<file path="src/hw/dwl_pkg.sv">
// constants, types and helpers shared by the write leveling device block
package dwl_pkg;

  // ==========================================================================
  // pin widths
  // ==========================================================================
  localparam int DQ_W   = 16;                        // data lanes
  localparam int ADDR_W = 16;                        // command address pins
  localparam int BA_W   = 3;                         // bank address pins
  localparam int PADR_W = 12;                        // apb address width

  // ==========================================================================
  // register offsets (byte addresses)
  // ==========================================================================
  localparam logic [PADR_W-1:0] REG_CTRL   = 12'h000; // prime lane select
  localparam logic [PADR_W-1:0] REG_STATUS = 12'h004; // live state
  localparam logic [PADR_W-1:0] REG_MR0    = 12'h008; // mode register 0 shadow
  localparam logic [PADR_W-1:0] REG_MR1    = 12'h00C; // mode register 1 shadow

  localparam logic [3:0]  CTRL_RESET     = 4'h0;     // prime lane after reset
  localparam int          CTRL_PRIME_LSB = 0;        // prime lane field
  localparam logic [15:0] MR_RESET       = 16'h0000; // mode register reset value

  // status bit positions
  localparam int ST_WL_ON   = 0;                     // leveling in force, outputs may be off
  localparam int ST_QOFF    = 1;                     // output buffers disabled
  localparam int ST_SAMPLE  = 2;                     // last captured clock level
  localparam int ST_LOCKED  = 3;                     // dll relock time elapsed
  localparam int ST_MODBUSY = 4;                     // mode update window open
  localparam int ST_CLKCHG  = 5;                     // cke low, clock may change
  localparam int ST_SETTLE  = 6;                     // exit window, dq undefined

  // ==========================================================================
  // mode register fields
  // ==========================================================================
  localparam int MR0_DLLRST = 8;                     // self clearing dll reset
  localparam int MR1_WL     = 7;                     // write leveling enable
  localparam int MR1_QOFF   = 12;                    // output buffer disable
  localparam int MR1_RTT0   = 2;                     // nominal termination bits
  localparam int MR1_RTT1   = 6;
  localparam int MR1_RTT2   = 9;

  // ==========================================================================
  // timing
  // ==========================================================================
  localparam int CLK_PERIOD_NS = 100;                // core clock period
  localparam int TWLO_MAX_NS   = 9;                  // sample to prime dq, max
  localparam int TWLO_CYC      = (TWLO_MAX_NS / CLK_PERIOD_NS) < 1 ? 1 :
                                 (TWLO_MAX_NS / CLK_PERIOD_NS);
  localparam int TMOD_NCK      = 12;                 // mode update window
  localparam int TDLLK_NCK     = 512;                // dll lock time

  // ==========================================================================
  // types
  // ==========================================================================
  typedef struct packed {
    logic              cs_n;                         // chip select, low active
    logic              ras_n;
    logic              cas_n;
    logic              we_n;
    logic [BA_W-1:0]   ba;                           // bank / register select
    logic [ADDR_W-1:0] addr;                         // mode register payload
  } dwl_cmd_t;

  typedef enum logic [1:0] {
    WL_OFF    = 2'b00,                               // normal operation
    WL_WAIT   = 2'b01,                               // entered, no strobe yet
    WL_ACTIVE = 2'b10,                               // sampling clock on strobe
    WL_SETTLE = 2'b11                                // exit window, dq released
  } dwl_state_t;

  // a mode register set is all four command pins low
  function automatic logic is_mrs(input dwl_cmd_t c);
    return !c.cs_n && !c.ras_n && !c.cas_n && !c.we_n;
  endfunction

endpackage

</file>
<file path="src/hw/dwl_core.sv">
// write leveling feedback and mode register logic of the dram device
// Overview of operation
// [RULE1] clock changes only in self refresh/power-down
// [RULE2] self refresh change respects tCKSRE, tCKSRX
// [RULE3] power-down change: termination off, cke low
// [RULE4] wait tCKSRE after cke low, hold low
// [RULE5] stable clock, exit, then dll reset
// [RULE6] termination off while dll relocks
// [RULE7] dqs rise samples ck onto prime dq
// [RULE8] other dq driven low while leveling
// [RULE9] mode register 1 bit 7 enables leveling
// [RULE10] bit 12 set: ignore dqs, dq floating
// [RULE11] odt terminates only dqs while leveling
// [RULE12] termination values limited when outputs on
// [RULE13] only nop/deselect, controller not driving dq
// [RULE14] level one rank, disable others' outputs
// [RULE15] odt after tMOD, before dqs low
// [RULE16] dqs low after tWLDQSEN, toggle after tWLMRD
// [RULE17] odt latency met before first toggle
// [RULE18] toggles keep minimum pulse widths only
// [RULE19] controller locks delay at 0-to-1 transition
// [RULE20] stop dqs after tWLO max plus margin
// [RULE21] odt off after dqs stops, then exit
// [RULE22] after exit dq undefined until tMOD
// [RULE23] dll reset bit self clears, others persist
`timescale 1ns/1ps
module dwl_core (
  input  wire logic                      core_clk_in,   // 10 MHz core clock
  input  wire logic                      reset_n_in,    // sync reset, low active
  input  wire logic                      psel_in,       // apb select
  input  wire logic                      penable_in,    // apb access phase
  input  wire logic                      pwrite_in,     // apb direction
  input  wire logic [11:0]               paddr_in,      // apb byte address
  input  wire logic [31:0]               pwdata_in,     // apb write data
  output logic      [31:0]               prdata_out,    // apb read data
  output logic                           pready_out,    // apb ready
  output logic                           pslverr_out,   // apb error
  input  wire dwl_pkg::dwl_cmd_t         cmd_pins_in,   // command pins
  input  wire logic                      cke_in,        // clock enable pin
  input  wire logic                      odt_in,        // termination pin
  input  wire logic                      ck_in,         // memory clock level
  input  wire logic                      dqs_in,        // strobe pin
  output logic      [dwl_pkg::DQ_W-1:0]  dq_out,        // data pin drive value
  output logic                           dq_oe_out,     // data pin drive enable
  output logic                           dqs_term_out,  // strobe termination on
  output logic                           dq_term_out,   // data termination on
  output logic                           dll_locked_out // dll relock finished
);

  // ==========================================================================
  // pin synchronisation
  // ==========================================================================
  localparam int PW = $bits(dwl_pkg::dwl_cmd_t) + 4;    // all pins in one bundle

  logic [PW-1:0]         pins_s;                        // filtered pins
  dwl_pkg::dwl_cmd_t     cmd_s;                         // filtered command
  logic                  cke_s;                         // filtered cke
  logic                  odt_s;                         // filtered odt
  logic                  ck_s;                          // filtered clock level
  logic                  dqs_s;                         // filtered strobe

  dwl_pin_sync #(.W(PW)) u_sync (
    .core_clk_in (core_clk_in),
    .reset_n_in  (reset_n_in),
    .pins_in     ({cmd_pins_in, cke_in, odt_in, ck_in, dqs_in}),
    .pins_out    (pins_s)
  );

  assign {cmd_s, cke_s, odt_s, ck_s, dqs_s} = pins_s;

  // ==========================================================================
  // command capture and mode registers
  // ==========================================================================
  logic                  mrs_prev_r;                    // mrs seen last cycle
  logic                  dqs_prev_r;                    // strobe last cycle
  logic                  mrs_take;                      // one pulse per command
  logic                  dqs_rise;                      // strobe rising edge
  logic [15:0]           mr_r [4];                      // mode registers 0..3
  logic [1:0]            mr_sel;                        // addressed register

  // a command held over several core cycles counts once
  assign mrs_take = dwl_pkg::is_mrs(cmd_s) && cke_s && !mrs_prev_r;
  assign dqs_rise = dqs_s && !dqs_prev_r;
  assign mr_sel   = cmd_s.ba[1:0];

  // edge history for command and strobe
  always_ff @(posedge core_clk_in) begin
    if (!reset_n_in) begin
      mrs_prev_r <= 1'b0;
      dqs_prev_r <= 1'b0;
    end else begin
      mrs_prev_r <= dwl_pkg::is_mrs(cmd_s) && cke_s;
      dqs_prev_r <= dqs_s;
    end
  end

  // contents persist until rewritten or reset; dll reset bit self clears
  always_ff @(posedge core_clk_in) begin
    if (!reset_n_in) begin
      for (int i = 0; i < 4; i++) begin
        mr_r[i] <= dwl_pkg::MR_RESET;                    // see [RULE23]
      end
    end else begin
      if (mr_r[0][dwl_pkg::MR0_DLLRST]) begin
        mr_r[0][dwl_pkg::MR0_DLLRST] <= 1'b0;            // see [RULE23]
      end
      if (mrs_take) begin
        mr_r[mr_sel] <= cmd_s.addr;                      // see [RULE23]
      end
    end
  end

  logic                  wl_bit;                        // leveling requested
  logic                  qoff;                          // outputs disabled
  logic                  rtt_nom_en;                    // nominal termination set
  assign wl_bit     = mr_r[1][dwl_pkg::MR1_WL];
  assign qoff       = mr_r[1][dwl_pkg::MR1_QOFF];
  assign rtt_nom_en = mr_r[1][dwl_pkg::MR1_RTT0] | mr_r[1][dwl_pkg::MR1_RTT1] |
                      mr_r[1][dwl_pkg::MR1_RTT2];

  // ==========================================================================
  // mode update window and dll relock timers
  // ==========================================================================
  logic [7:0]            mod_cnt_r;                     // tMOD countdown
  logic [9:0]            dll_cnt_r;                     // tDLLK countdown
  logic                  dll_locked_r;                  // relock finished

  // every mode register write reopens the update window
  always_ff @(posedge core_clk_in) begin
    if (!reset_n_in) begin
      mod_cnt_r <= 8'h00;
    end else if (mrs_take) begin
      mod_cnt_r <= 8'(dwl_pkg::TMOD_NCK);
    end else if (mod_cnt_r != 8'h00) begin
      mod_cnt_r <= mod_cnt_r - 8'h01;
    end
  end

  // dll relock starts on the self clearing reset bit; only status, the
  // controller keeps termination off meanwhile (see [RULE6])
  always_ff @(posedge core_clk_in) begin
    if (!reset_n_in) begin
      dll_cnt_r    <= 10'h000;
      dll_locked_r <= 1'b0;
    end else if (mr_r[0][dwl_pkg::MR0_DLLRST]) begin
      dll_cnt_r    <= 10'(dwl_pkg::TDLLK_NCK - 1);      // see [RULE5]
      dll_locked_r <= 1'b0;
    end else if (dll_cnt_r != 10'h000) begin
      dll_cnt_r    <= dll_cnt_r - 10'h001;
    end else begin
      dll_locked_r <= 1'b1;
    end
  end

  // ==========================================================================
  // write leveling state machine
  // ==========================================================================
  dwl_pkg::dwl_state_t   state_r;                       // leveling state
  logic                  wl_on;                         // leveling in force
  logic                  sample_r;                      // last captured ck
  logic [3:0]            prime_r;                       // prime lane (software)
  assign wl_on = (state_r == dwl_pkg::WL_WAIT) || (state_r == dwl_pkg::WL_ACTIVE);

  // entry by bit 7, exit through the tMOD window where dq is undefined
  always_ff @(posedge core_clk_in) begin
    if (!reset_n_in) begin
      state_r <= dwl_pkg::WL_OFF;
    end else begin
      case (state_r)
        dwl_pkg::WL_OFF: begin
          if (mrs_take && mr_sel == 2'd1 && cmd_s.addr[dwl_pkg::MR1_WL]) begin
            state_r <= dwl_pkg::WL_WAIT;                // see [RULE9]
          end
        end
        dwl_pkg::WL_WAIT, dwl_pkg::WL_ACTIVE: begin
          if (mrs_take && mr_sel == 2'd1 && !cmd_s.addr[dwl_pkg::MR1_WL]) begin
            state_r <= dwl_pkg::WL_SETTLE;              // see [RULE22]
          end else if (dqs_rise && !qoff) begin
            state_r <= dwl_pkg::WL_ACTIVE;              // see [RULE7]
          end
        end
        dwl_pkg::WL_SETTLE: begin
          if (mod_cnt_r == 8'h01) begin
            state_r <= wl_bit ? dwl_pkg::WL_WAIT : dwl_pkg::WL_OFF;
          end
        end
        default: state_r <= dwl_pkg::WL_OFF;
      endcase
    end
  end

  // strobe rising edge captures the clock level; strobes ignored when off
  always_ff @(posedge core_clk_in) begin
    if (!reset_n_in) begin
      sample_r <= 1'b0;
    end else if (wl_on && !qoff && dqs_rise) begin
      sample_r <= ck_s;                                  // see [RULE7] [RULE10]
    end
  end

  // ==========================================================================
  // dq drive and termination
  // ==========================================================================
  logic [dwl_pkg::DQ_W-1:0] dq_out_r;                   // data drive value
  logic                     dq_oe_r;                    // data drive enable
  logic                     dqs_term_r;                 // strobe termination
  logic                     dq_term_r;                  // data termination

  // non prime lanes are forced low for the whole procedure; the prime lane
  // follows the capture in the same edge, so the lag is one core cycle
  always_ff @(posedge core_clk_in) begin
    if (!reset_n_in) begin
      dq_out_r  <= '0;
      dq_oe_r   <= 1'b0;
    end else begin
      dq_out_r  <= '0;                                   // see [RULE8]
      dq_oe_r   <= wl_on && !qoff && !(mrs_take && mr_sel == 2'd1 &&
                   !cmd_s.addr[dwl_pkg::MR1_WL]);        // see [RULE10] [RULE22]
      if (wl_on && !qoff) begin
        dq_out_r[prime_r] <= dqs_rise ? ck_s : sample_r; // see [RULE7]
      end
    end
  end

  // while leveling the odt pin reaches only the strobe termination
  always_ff @(posedge core_clk_in) begin
    if (!reset_n_in) begin
      dqs_term_r <= 1'b0;
      dq_term_r  <= 1'b0;
    end else if (wl_on) begin
      dqs_term_r <= odt_s && rtt_nom_en;                 // see [RULE11]
      dq_term_r  <= 1'b0;                                // see [RULE11]
    end else begin
      dqs_term_r <= odt_s && rtt_nom_en && cke_s;
      dq_term_r  <= odt_s && rtt_nom_en && cke_s;
    end
  end

  // ==========================================================================
  // apb slave: one wait state, data latched at the first access edge
  // ==========================================================================
  logic                  pready_r;                      // ready pulse
  logic                  pslverr_r;                     // error flag
  logic [31:0]           prdata_r;                      // read data
  logic [31:0]           rdata;                         // decoded read value
  logic                  hit;                           // address mapped
  logic                  wr_ok;                         // writable address
  logic [31:0]           status;                        // live status word

  always_comb begin
    status = 32'h0000_0000;
    status[dwl_pkg::ST_WL_ON]   = wl_on;
    status[dwl_pkg::ST_QOFF]    = qoff;
    status[dwl_pkg::ST_SAMPLE]  = sample_r;
    status[dwl_pkg::ST_LOCKED]  = dll_locked_r;
    status[dwl_pkg::ST_MODBUSY] = mod_cnt_r != 8'h00;
    status[dwl_pkg::ST_CLKCHG]  = !cke_s;                // see [RULE1] [RULE4]
    status[dwl_pkg::ST_SETTLE]  = state_r == dwl_pkg::WL_SETTLE;
  end

  // address decode; status and shadows are read only
  always_comb begin
    rdata = 32'h0000_0000;
    hit   = 1'b1;
    wr_ok = 1'b0;
    if (paddr_in == dwl_pkg::REG_CTRL) begin
      rdata = {28'h000_0000, prime_r};
      wr_ok = 1'b1;
    end else if (paddr_in == dwl_pkg::REG_STATUS) begin
      rdata = status;
    end else if (paddr_in == dwl_pkg::REG_MR0) begin
      rdata = {16'h0000, mr_r[0]};
    end else if (paddr_in == dwl_pkg::REG_MR1) begin
      rdata = {16'h0000, mr_r[1]};
    end else begin
      hit = 1'b0;
    end
  end

  // answer: ready rises one cycle into the access phase
  always_ff @(posedge core_clk_in) begin
    if (!reset_n_in) begin
      pready_r  <= 1'b0;
      pslverr_r <= 1'b0;
      prdata_r  <= 32'h0000_0000;
    end else begin
      pready_r <= psel_in && penable_in && !pready_r;
      if (psel_in && penable_in && !pready_r) begin
        pslverr_r <= !hit || (pwrite_in && !wr_ok);
        prdata_r  <= pwrite_in ? 32'h0000_0000 : rdata;
      end
    end
  end

  // write lands on the edge where the master sees ready
  always_ff @(posedge core_clk_in) begin
    if (!reset_n_in) begin
      prime_r <= dwl_pkg::CTRL_RESET;
    end else if (psel_in && penable_in && pready_r && pwrite_in &&
                 paddr_in == dwl_pkg::REG_CTRL) begin
      prime_r <= pwdata_in[dwl_pkg::CTRL_PRIME_LSB +: 4];
    end
  end

  assign prdata_out     = prdata_r;
  assign pready_out     = pready_r;
  assign pslverr_out    = pslverr_r;
  assign dq_out         = dq_out_r;
  assign dq_oe_out      = dq_oe_r;
  assign dqs_term_out   = dqs_term_r;
  assign dq_term_out    = dq_term_r;
  assign dll_locked_out = dll_locked_r;
endmodule // dwl_core

</file>
<file path="src/hw/dwl_pin_sync.sv">
// three stage pin synchroniser with agreement filter
`timescale 1ns/1ps
module dwl_pin_sync #(
  parameter int W = 1                                // number of pins
) (
  input  wire logic         core_clk_in,             // core clock
  input  wire logic         reset_n_in,              // sync reset, low active
  input  wire logic [W-1:0] pins_in,                 // raw pins
  output logic      [W-1:0] pins_out                 // filtered levels
);

  // ==========================================================================
  // stages
  // ==========================================================================
  logic [W-1:0] s1_r;                                // metastable stage
  logic [W-1:0] s2_r;                                // second stage
  logic [W-1:0] s3_r;                                // third stage
  logic [W-1:0] hold_r;                              // accepted level

  // shift chain: s1 feeds only s2, never any logic
  always_ff @(posedge core_clk_in) begin
    if (!reset_n_in) begin
      s1_r <= '0;
      s2_r <= '0;
      s3_r <= '0;
    end else begin
      s1_r <= pins_in;
      s2_r <= s1_r;
      s3_r <= s2_r;
    end
  end

  // a change counts only once stages two and three agree
  always_ff @(posedge core_clk_in) begin
    if (!reset_n_in) begin
      hold_r <= '0;
    end else begin
      for (int i = 0; i < W; i++) begin
        if (s2_r[i] == s3_r[i]) begin
          hold_r[i] <= s3_r[i];
        end
      end
    end
  end

  assign pins_out = hold_r;

endmodule // dwl_pin_sync

</file>
<file path="config.mk">
export PLATFORM = sky130hd
export DESIGN_NAME = dwl_core
export DESIGN_NICKNAME = d
export VERILOG_FILES = /design/src/hw/dwl_pkg.sv /design/src/hw/dwl_core.sv /design/src/hw/dwl_pin_sync.sv
export SDC_FILE = /design/constraint.sdc
export NUM_CORES = 1
export LEC_CHECK = 0
export ABC_CLOCK_PERIOD_IN_PS = 2540
export BUFFER_PORTS_ARGS = -buffer_cell sky130_fd_sc_hd__clkbuf_2
export CORE_MARGIN = 5
export CORE_UTILIZATION = 50
export DETAILED_ROUTE_END_ITERATION = 10
export GPL_ROUTABILITY_DRIVEN = 0
export PLACE_DENSITY_LB_ADDON = 0.3
export SETUP_SLACK_MARGIN = 0.2
export SKIP_LAST_GASP = 1
export SLEW_MARGIN = 40
export SYNTH_ARGS = -nofsm -noshare
export SYNTH_HDL_FRONTEND = slang
export SYNTH_SLANG_ARGS = --single-unit
</file>
<file path="constraint.sdc">
create_clock -name core_clk_in -period 2.54 [get_ports core_clk_in]
set_input_delay 0.508 -clock core_clk_in [delete_from_list [all_inputs] [get_ports core_clk_in]]
set_output_delay 0.508 -clock core_clk_in [all_outputs]
set_load 0.005 [all_outputs]
</file>
==> metrics.yaml, run 1 <==
clock_network:
  clk_latency_ns: 0.48
  postCtsResizedCells: 0
  clkSinkCount: 201
  ctsHoldBuffers: 0
  cts-root-buf: "clkbuf_16"
  h-tree-depth: 1
  clockBufferDepth: 3
  cts_made_buffers: 21
  cts_tree: "built"
  path_clk_slew_ns: 0.06
  cts_setup_buffers: 0
timing:
  hold_violations: 0
  fmax_ghz: 0.491
  setup_violations: 0
  slew_headroom: 0.515
  finalSetupTns_ns: 0
  finalWorstSetupSlack_ns: 0.503
  clock-skew-final_ns: 0.00894
  drv_slew: 0
  worstMarginPinSlew_ns: 0.718
  rsz0062_at_grt: "no"
  period_needed_ns: 2.04
  final.period_utilization: 0.802
critical_path:
  critical_path_required_ns: 2.89
  cp_slowest_cell: "nor4_1"
  max_stage_delay_ns: 0.60
  worstPathMaxFanout: 6
  rr_worst_depth: 4
  path_cells: "nor4_1, nand3_1, nor4b_1, o41ai_2"
  cp-start-kind: "flop"
  endpoint_kind: "flop"
  worstSetupPathType: "reg -> reg"
  cp.arrival_ns: 2.39
placement:
  post-dp-hpwl_um: 8980
  io_buffers: 84
  dp_cells: 925
  dp_slack_ns: 0.329
yosys:
  synthesis.area_um2: 7290
  synth_edf_count: 32
  yosys.area.top_type: "dfxtp_1"
  synth_seq_cells: 201
  async_reset_ff_frac: 0
  ys_top_cells_by_area: "dfxtp_1 46%, edfxtp_1 13%, and2_1 9.6%, a21boi_0 3.1%, nand2_1 3.1%"
  avgSynthCellArea_um2: 10.7
  synth_seq_area_share: 0.596
  synth_warnings: 0
  synth_top_area_frac: 0.464
  ys.flop_type: "dfxtp_1"
  syn_inst: 679
  synth_cell_types: 56
pwr:
  vdd_ir_drop_max_v: 0.000418
  p_int_uw: 5480
  swShare: 0.235
  p_comb_frac: 0.109
  seqPwrFrac: 0.492
  clock_power_share: 0.399
  leakage_uw: 0.00343
  switchingPower_uw: 1680
  p_per_area_nw_per_um2: 844
grt:
  grt_util_all_layers: 0.151
  grt_pass1_vias: 4664
  grt_max_degree: 140
  grt_pass1_wl_um: 21500
  globalRouteOverflowTotal: 0
  antenna_found_initial: 0
outcome:
  status: "finished, final reports clean"
drt:
  top_layer: "met4"
  wl_per_cell_um: 13.3
  wl_met3_um: 723
  totalWireLength_um: 12800
  drc: 0
  firstDrtPassIters: 5
  wl_met1_um: 5800
  num_vias: 4783
  drt_iter0_markers: 261
  vias_per_cell: 4.98
  wl_met2_um: 5980
  drt.antenna.violating_nets: 0
min_path:
  holdCritPathClass: "in -> reg"
  min_path_cells: 2
finish:
  diodes: 0
  fin_cells: 960
  nets: 846
  area_growth_pct: 16.4
  layout-drive-gt1-share: 0.179
  fillers: 1220
  fin_util: 0.589
die:
  rows: 44
  dieHeight_um: 131
  dieArea_um2: 17100
  fp.dieW_um: 131
  boundaryPins: 130
  core_region_area_um2: 14400
  initial_core_util: 0.506
job:
  drv_cap: 0
[per-stage QoR]
stage	hold WS [ns]	total power [uW]	area [um^2]
2_1_floorplan	0.412	4170	7350
3_3_place_gp	0.415	4290	7840
3_5_place_dp	0.417	4370	7840
4_1_cts	0.219	7250	8490
5_1_grt	0.219	7510	8490
6_report	0.235	7160	8490
[sequential cells by signal, indices dropped and copies added (netlist names)]
| name | flops |
|---|---|
| mr_r | 32 |
| u_sync.pins_out | 26 |
| u_sync.s1_r | 26 |
| u_sync.s2_r | 26 |
| u_sync.s3_r | 26 |
| dq_out | 16 |
| prdata_out | 16 |
| dll_cnt_r | 10 |
| mod_cnt_r | 8 |
| prime_r | 4 |
| state_r | 2 |
| dll_locked_out | 1 |
| dq_oe_out | 1 |
| dq_term_out | 1 |
| dqs_prev_r | 1 |
| dqs_term_out | 1 |
| mrs_prev_r | 1 |
| pready_out | 1 |
| pslverr_out | 1 |
| sample_r | 1 |
[critical path, delay by kind of cell, from the launching register on]
| family | cells | cell delay [ns] |
|---|---|---|
| AO/OA/AOI/OAI | 1 | 0.10 |
| flip-flops | 1 | 0.35 |
| AND/OR/NAND/NOR | 3 | 1.45 |
[cells by family (layout without fill, tap and decap cells)]
family,Yosys count,in the layout,synth area share
buf+inv,56,138,0.0374
flops,201,201,0.596
mux,22,22,0.0304
other cells,1,16,0.000514
xor+xnor,8,8,0.00961
compound gates,107,107,0.100
fa+ha+maj,6,6,0.0103
simple gates,278,278,0.216
[power by group through the flow]
| stage | registers (uW) | logic, uW | clock network (uW) |
|---|---|---|---|
| 5_1_grt | 3540 | 882 | 3090 |
| 2_1_floorplan | 3550 | 623 | 0 |
| 6_report | 3520 | 783 | 2860 |
| 3_3_place_gp | 3570 | 724 | 0 |
| 3_5_place_dp | 3590 | 780 | 0 |
| 4_1_cts | 3520 | 788 | 2940 |
[routing by layer]
metal,global-route usage,up-vias
li1,-,2438
met1,0.203,2200
met2,0.246,117
met3,0.0321,28
met4,0.0472,0
met5,0,-
[cells in the final DEF, fill, tap and decap left out, types with 5 or more instances in the layout]
master	n
nor3_1	6
o21ai_1	10
nor2b_1	6
and2_1	112
o31ai_1	5
mux2i_1	21
clkbuf_2	83
o21a_1	5
nand2_1	60
a21boi_0	30
edfxtp_1	32
nand3b_1	6
clkbuf_16	21
nand3_1	6
o21ai_0	34
dfxtp_1	169
clkbuf_1	5
conb_1	16
xnor2_1	6
inv_1	12
a21oi_1	5
ha_1	6
buf_4	6
o31a_1	5
nor3b_1	7
nor2_1	38
[cell usage after synthesis (all sizes together) (6+ instances only)]
library cell / instances
dfxtp: 169
and2: 112
nand2: 60
o21ai: 44
nor2: 38
edfxtp: 32
a21boi: 30
clkbuf: 26
mux2i: 21
buf: 18
inv: 12
nor3b: 8
nor3: 7
nor4: 7
ha: 6
nand3: 6
nand3b: 6
nor2b: 6
o31ai: 6
xnor2: 6
[path summary, 6_finish.rpt]
kind	startpoint	endpoint	slack, ns
worst max-delay path	mod_cnt_r[4]$_SDFFE_PP0N_	prdata_out[4]$_SDFFE_PN0P_	0.50
worst min-delay path	cmd_pins_in[17]	u_sync.s1_r[21]$_SDFF_PN0_	0.24
worst max register to register	mod_cnt_r[4]$_SDFFE_PP0N_	prdata_out[4]$_SDFFE_PN0P_	0.50
worst min register to register	u_sync.s1_r[17]$_SDFF_PN0_	u_sync.s2_r[17]$_SDFF_PN0_	0.43
[area by class of cell]
cell class                      count  area (um^2)  area share
Timing Repair Buffer               91          485      0.0572
Sequential cell                   201         4340       0.512
Tap cell                          184          230      0.0271
Inverter                           12         45.0     0.00531
Multi-Input combinational cell    437         2730       0.322
Clock buffer                       29          586      0.0690
Clock inverter                      6         68.8     0.00810
Power figures use the tool's default switching activity.
==> run 2: changes to the inputs <==
--- a/config.mk
+++ b/config.mk
@@ -5,7 +5,8 @@
 export SDC_FILE = /design/constraint.sdc
 export NUM_CORES = 1
 export LEC_CHECK = 0
-export ABC_CLOCK_PERIOD_IN_PS = 2540
+export ABC_AREA = 1
+export ABC_CLOCK_PERIOD_IN_PS = 1900
 export BUFFER_PORTS_ARGS = -buffer_cell sky130_fd_sc_hd__clkbuf_2
 export CORE_MARGIN = 5
 export CORE_UTILIZATION = 50
==> constraint.sdc (replaced) <==
create_clock -name core_clk_in -period 1.9 [get_ports core_clk_in]
set_input_delay 0.38 -clock core_clk_in [delete_from_list [all_inputs] [get_ports core_clk_in]]
set_output_delay 0.38 -clock core_clk_in [all_outputs]
set_load 0.005 [all_outputs]
==> run 2 against run 1 <==
Utilization rose by 1.1 points. Register-to-register slack worse by 0.19 ns. Via count rose by 15%. Clock-buffer cell count is 1 lower. Sequential power up 32%. Critical path depth is 5 higher. Final cell count rose by 24%. Setup slack worse by 0.19 ns. Clock skew is 0.0013 ns lower. Synthesized cell count rose by 33%. Combinational power increased by 15%. Highest routed layer unchanged.
==> metrics.yaml, run 2 <==
critical_path:
  cp_slowest_cell: "dfxtp_1"
  cp.arrival_ns: 1.94
  worstSetupPathType: "reg -> reg"
  max_stage_delay_ns: 0.32
  path_cells: "inv_1, ha_1, nand3_1, nor2_2, nand3_2, nand2_1, nor2_1, nor3_1, nor2_1"
  r2r_slack_ns: 0.31
  cp-start-kind: "flop"
  crit_path_frequent_cell: "nor2_1"
  rr_worst_depth: 9
  worstPathMaxFanout: 7
  reg2reg_from: "dll_cnt_r[0]$_SDFFE_PN0P_"
  endpoint_kind: "flop"
  reg2reg_to: "dll_cnt_r[4]$_SDFFE_PN0P_"
  critical_path_required_ns: 2.25
die:
  dieArea_um2: 17600
  rows: 44
  dieHeight_um: 133
  core_region_area_um2: 14600
  boundaryPins: 130
  initial_core_util: 0.515
  fp.dieW_um: 133
yosys:
  ys.flop_type: "dfxtp_1"
  synth_seq_area_share: 0.576
  synth_seq_cells: 201
  synth_cell_types: 38
  synthesis.area_um2: 7540
  syn_inst: 902
  synth_warnings: 0
  yosys.area.top_type: "dfxtp_1"
  avgSynthCellArea_um2: 8.35
  yosysMostFrequentCell: "nand2_1"
  synth_edf_count: 32
  ys_top_cells_by_area: "dfxtp_1 45%, edfxtp_1 13%, nand2_1 8.5%, inv_1 7.5%, nor2_1 5.5%"
  async_reset_ff_frac: 0
  synth_top_area_frac: 0.449
  ys_top_cells_by_count: "171 x nand2_1, 169 x dfxtp_1, 151 x inv_1"
grt:
  grt_pass1_vias: 5074
  grt_util_all_layers: 0.153
  grt_max_degree: 69
  globalRouteOverflowTotal: 0
  grt_pass1_wl_um: 23200
  antenna_found_initial: 0
clock_network:
  cts-root-buf: "clkbuf_16"
  cts_made_buffers: 21
  h-tree-depth: 1
  cts_tree: "built"
  clk_latency_ns: 0.48
  clockBufferDepth: 3
  clkSinkCount: 201
  path_clk_slew_ns: 0.06
  ctsHoldBuffers: 0
pwr:
  switchingPower_uw: 2190
  p_per_area_nw_per_um2: 1050
  seqPwrFrac: 0.503
  vdd_ir_drop_max_v: 0.000599
  clock_power_share: 0.400
  leakage_uw: 0.00421
  swShare: 0.237
  p_int_uw: 7050
  p_comb_frac: 0.097
drt:
  wl_per_cell_um: 11.4
  totalWireLength_um: 13500
  num_vias: 5502
  drt_iter0_markers: 351
  drt.antenna.violating_nets: 0
  vias_per_cell: 4.62
  drc: 0
  firstDrtPassIters: 5
timing:
  hold_violations: 0
  period_needed_ns: 1.59
  finalSetupTns_ns: 0
  fmax_ghz: 0.630
  drv_slew: 0
  rsz0062_at_grt: "no"
  final.period_utilization: 0.835
  clock-skew-final_ns: 0.00768
  setup_violations: 0
min_path:
  min_path_cells: 3
  min_to: "u_sync.s1_r[24]$_SDFF_PN0_"
  holdCritPathClass: "in -> reg"
  hold_start: "cmd_pins_in[20]"
finish:
  diodes: 0
  final_cell_mix: "170 x nand2_1, 169 x dfxtp_1, 150 x inv_1, 109 x nor2_1, 83 x clkbuf_2"
  area_growth_pct: 16.6
  nets: 1076
  fillers: 1314
  layout-drive-gt1-share: 0.155
  largest_reg_flops: 32
  fin_util: 0.600
  layout_commonest_cell: "nand2_1"
  finalInstanceArea_um2: 8780
  top_register: "mr_r"
job:
  drv_cap: 0
placement:
  placed_area_um2: 8100
  post-dp-hpwl_um: 9090
  io_buffers: 84
outcome:
  status: "finished, final reports clean"
-- run 2: cell count changes after synthesis, moves of 6 or more --
cell,before,now
a21boi_0,30,0
inv_1,12,151
nand3_1,6,58
nand2_1,60,171
a21oi_1,5,59
and2_1,112,0
buf_2,1,10
nor3b_1,7,0
clkbuf_1,25,6
xnor2_1,6,0
nor2b_1,6,0
o21ai_1,9,0
mux2i_1,21,0
nor2_1,38,111
-- run 2: metal layers --
metal	up-vias	part of all wire	global-route usage
met1	2407	0.48	0.204
met2	115	0.45	0.254
met3	20	0.048	0.0296
met5	-	0	0
li1	2960	-	-
met4	0	0.019	0.0456
-- run 2: through the flow --
| step | cells | worst slack, ns | total power [uW] | hold slack (ns) |
|---|---|---|---|---|
| finish | 1191 | 0.313 | 9240 | 0.0831 |
| global placement | 1154 | 0.215 | 5560 | 0.393 |
| detailed placement | 1154 | 0.186 | 5580 | 0.396 |
| CTS | 1190 | 0.227 | 9310 | 0.0666 |
| floorplan | 917 | 0.350 | 5390 | 0.390 |
| global route | 1191 | 0.163 | 9680 | 0.0783 |
-- run 2: logic make-up after synthesis --
| group | Yosys count | synth area share |
|---|---|---|
| and+or+nand+nor | 376 | 0.212 |
| xor gates and xnor gates | 5 | 0.00581 |
| adders and majority gates | 6 | 0.00996 |
| AOI/OAI and AO/OA | 116 | 0.0842 |
| other | 1 | 0.000498 |
| DFF | 201 | 0.576 |
| buffers and inverters | 197 | 0.111 |
-- run 2: worst max-delay path by stage --
stage	startpoint	end	slack, ns	cells after the start
2_1_floorplan	reset_n_in	mr_r[1][0]$_SDFFCE_PN0P_	0.35	3
3_3_place_gp	paddr_in[9]	prdata_out[1]$_SDFFE_PN0P_	0.22	11
3_5_place_dp	paddr_in[11]	prdata_out[1]$_SDFFE_PN0P_	0.19	11
4_1_cts	dll_cnt_r[0]$_SDFFE_PN0P_	dll_cnt_r[4]$_SDFFE_PN0P_	0.23	9
5_1_grt	dll_cnt_r[0]$_SDFFE_PN0P_	dll_cnt_r[4]$_SDFFE_PN0P_	0.16	9
6_report	dll_cnt_r[0]$_SDFFE_PN0P_	dll_cnt_r[4]$_SDFFE_PN0P_	0.31	9
-- run 2: critical path: cells and delay by family (launching register included) --
kind	cells	cell delay, ns
adder cells (fa/ha/maj)	1	0.21
flip-flops	1	0.32
buffers and inverters	1	0.11
AND/OR/NAND/NOR	7	0.82
-- run 2: what timing repair did --
| action | CTS | global route |
|---|---|---|
| endpoints found under the setup margin | 0 | 18 |
| buffers inserted | 0 | 1 |
| resized for setup | 0 | 9 |
-- run 2: layout make-up --
cell class                 count  area, um^2  share of cell area
sequential                   201        4340               0.495
multi-input combinational    519        2460               0.280
clock buffer                  28         594              0.0677
inverter                     155         582              0.0662
timing repair buffer          96         538              0.0612
tap                          184         230              0.0262
clock inverter                 8        36.3             0.00413
-- run 2: power by group through the flow --
stage	registers, uW	logic [uW]	clock network [uW]
global route	4670	1040	3970
finish	4640	900	3690
CTS	4640	883	3780
floorplan	4710	681	0
detailed placement	4730	849	0
global placement	4730	829	0
==> run 3: changes to the inputs <==
--- a/config.mk
+++ b/config.mk
@@ -6,7 +6,7 @@
 export NUM_CORES = 1
 export LEC_CHECK = 0
 export ABC_AREA = 1
-export ABC_CLOCK_PERIOD_IN_PS = 1900
+export ABC_CLOCK_PERIOD_IN_PS = 1600
 export BUFFER_PORTS_ARGS = -buffer_cell sky130_fd_sc_hd__clkbuf_2
 export CORE_MARGIN = 5
 export CORE_UTILIZATION = 50
==> constraint.sdc (replaced) <==
create_clock -name core_clk_in -period 1.6 [get_ports core_clk_in]
set_input_delay 0.32 -clock core_clk_in [delete_from_list [all_inputs] [get_ports core_clk_in]]
set_output_delay 0.32 -clock core_clk_in [all_outputs]
set_load 0.005 [all_outputs]
==> run 3 against run 2 <==
Global-route usage rose by 0.34 points. Clock-buffer cell count rose by 1. Clock skew increased by 0.0050 ns. Sequential share of layout area shrank 3.3 points. Design area increased by 7.3%. Non-clock buffer count rose by 30. Via count grew 2.8%. First-iteration DRC count shrank 29%. Maximum frequency up 13%. Register-to-register slack got worse by 0.11 ns. Worst hold slack worse by 0.071 ns. Final cell count rose by 2.8%.
==> metrics.yaml, run 3 (synthesized netlist as in run 2, its figures left out) <==
outcome:
  status: "finished, final reports clean"
critical_path:
  critPathTopFamily: "simple AND/OR/NAND/NOR gates"
  crit_buf_inv: 0
  cp.arrival_ns: 1.60
  r2r_slack_ns: 0.20
  cp_slowest_cell: "dfxtp_2"
  worstPathMaxFanout: 7
  endpoint_kind: "flop"
  reg2reg_from: "u_sync.pins_out[24]$_SDFFE_PN0N_"
  cp-start-kind: "flop"
  worstSetupPathType: "reg -> reg"
  reg2reg_to: "mr_r[0][14]$_SDFFCE_PN0P_"
  path_cells: "nor2_2, nand2_2, nor3_4, nand2_4, nand2_4"
  critical_path_required_ns: 1.80
  rr_worst_depth: 5
  max_stage_delay_ns: 0.32
  crit_path_frequent_cell: "nand2_4"
  cp_num_cells: 5
clock_network:
  clkSinkCount: 201
  clk_latency_ns: 0.49
  cts_made_buffers: 21
  cts_tree: "built"
  cts-root-buf: "clkbuf_16"
  path_clk_slew_ns: 0.06
  h-tree-depth: 1
  clockBufferDepth: 3
drt:
  drt_iter0_markers: 250
  drc: 0
  drt.antenna.violating_nets: 0
  top_layer: "met4"
  wl_per_cell_um: 11.6
  num_vias: 5657
  totalWireLength_um: 14200
  vias_per_cell: 4.62
  firstDrtPassIters: 4
  wl_met1_um: 6740
  wl_met3_um: 770
  wl_met2_um: 6400
timing:
  hold_violations: 0
  drv_slew: 0
  finalSetupTns_ns: 0
  timing.hold.ws_ns: 0.0116
  rsz0062_at_grt: "yes"
  setup_violations: 0
  fmax_ghz: 0.715
  period_needed_ns: 1.40
  final.period_utilization: 0.874
  clock-skew-final_ns: 0.0127
min_path:
  min_path_cells: 3
  min_to: "u_sync.s1_r[11]$_SDFF_PN0_"
  hold_start: "cmd_pins_in[7]"
  holdCritPathClass: "in -> reg"
finish:
  layout_commonest_cell: "dfxtp_1"
  nets: 1108
  largest_reg_flops: 32
  fillers: 1215
  diodes: 0
  final_cell_mix: "164 x dfxtp_1, 163 x nand2_1, 142 x inv_1, 88 x nor2_1, 83 x clkbuf_2"
  top_register: "mr_r"
  layout-drive-gt1-share: 0.230
  area_growth_pct: 25.1
die:
  dieHeight_um: 133
  initial_core_util: 0.515
  fp.dieW_um: 133
  core_region_area_um2: 14600
  dieArea_um2: 17600
  rows: 44
  boundaryPins: 130
pwr:
  clock_power_share: 0.408
  swShare: 0.242
  p_per_area_nw_per_um2: 1220
  switchingPower_uw: 2770
  p_comb_frac: 0.109
  p_int_uw: 8690
  vdd_ir_drop_max_v: 0.000678
  seqPwrFrac: 0.482
  leakage_uw: 0.00443
placement:
  io_buffers: 84
  post-dp-hpwl_um: 9390
job:
  drv_cap: 0
grt:
  grt_util_all_layers: 0.156
  globalRouteOverflowTotal: 0
  grt_max_degree: 41
  antenna_found_initial: 0
  grt_pass1_wl_um: 23800
  grt_pass1_vias: 5202
[run 3: changes by cell type in the layout (fill, tap and decap cells not counted), sizes merged]
cell,change
clkinvlp,+1
bufinv,+1
clkbuf,+3
nand2,+1
inv,+1
a21oi,+1
dlygate4sd3,+4
clkinv,-3
buf,+24
[run 3: repair_timing]
| action | CTS | global route |
|---|---|---|
| setup endpoints to repair | 41 | 86 |
| endpoints found under the hold margin | 4 | 0 |
| gates cloned | 0 | 4 |
| gates resized for setup | 21 | 68 |
| setup buffers | 10 | 6 |
| hold buffers | 4 | 0 |
| pin swaps | 8 | 16 |
[run 3: metrics by stage]
step / utilization / total power [uW] / cell area, um^2 / std cells / worst slack [ns]
final: 0.644 / 11500 / 9430 / 1224 / 0.201
after global routing: 0.644 / 12000 / 9430 / 1224 / 0.0935
after CTS: 0.619 / 11400 / 9060 / 1214 / 0.201
after detailed placement: 0.561 / 6650 / 8210 / 1163 / 0.0346
after global placement: 0.561 / 6620 / 8210 / 1163 / 0.0652
after floorplan: - / 6400 / 7610 / 917 / 0.206
[run 3: tightest hold or removal path: cells and delay by family]
kind / cells / cell delay [ns]
buffers and inverters: 2 / 0.11
and+or+nand+nor: 1 / 0.04
[run 3: area by class of cell]
type	count	area (um^2)	area share
clock buffer	29	597	0.0633
sequential	201	4350	0.461
multi-input combinational	521	2740	0.291
clock inverter	8	78.8	0.00836
tap	184	230	0.0244
timing repair buffer	126	846	0.0897
inverter	155	587	0.0622
[run 3: per-layer routing]
| metal | global-route usage | vias up |
|---|---|---|
| li1 | - | 3044 |
| met3 | 0.0342 | 23 |
| met4 | 0.0497 | 0 |
| met2 | 0.250 | 130 |
| met1 | 0.213 | 2460 |
| met5 | 0 | - |
[run 3: how the worst max path moves through the flow]
stage / startpoint / end / slack, ns
2_1_floorplan: u_sync.pins_out[3]$_SDFFE_PN0N_ / mr_r[0][0]$_SDFFCE_PN0P_ / 0.21
5_1_grt: u_sync.pins_out[24]$_SDFFE_PN0N_ / mr_r[0][4]$_SDFFCE_PN0P_ / 0.09
4_1_cts: state_r[0]$_SDFFE_PN0P_ / dq_out[14]$_SDFF_PN0_ / 0.20
6_report: u_sync.pins_out[24]$_SDFFE_PN0N_ / mr_r[0][14]$_SDFFCE_PN0P_ / 0.20
3_5_place_dp: paddr_in[11] / prime_r[3]$_SDFFE_PN0P_ / 0.03
3_3_place_gp: paddr_in[11] / prdata_out[15]$_SDFFE_PN0P_ / 0.07
[run 3: power by group through the flow]
stage               clock network (uW)  logic [uW]  registers (uW)
CTS                               4790        1100            5510
detailed placement                   0        1030            5620
finish                            4680        1250            5530
floorplan                            0         812            5590
global placement                     0        1010            5620
global route                      5010        1420            5550
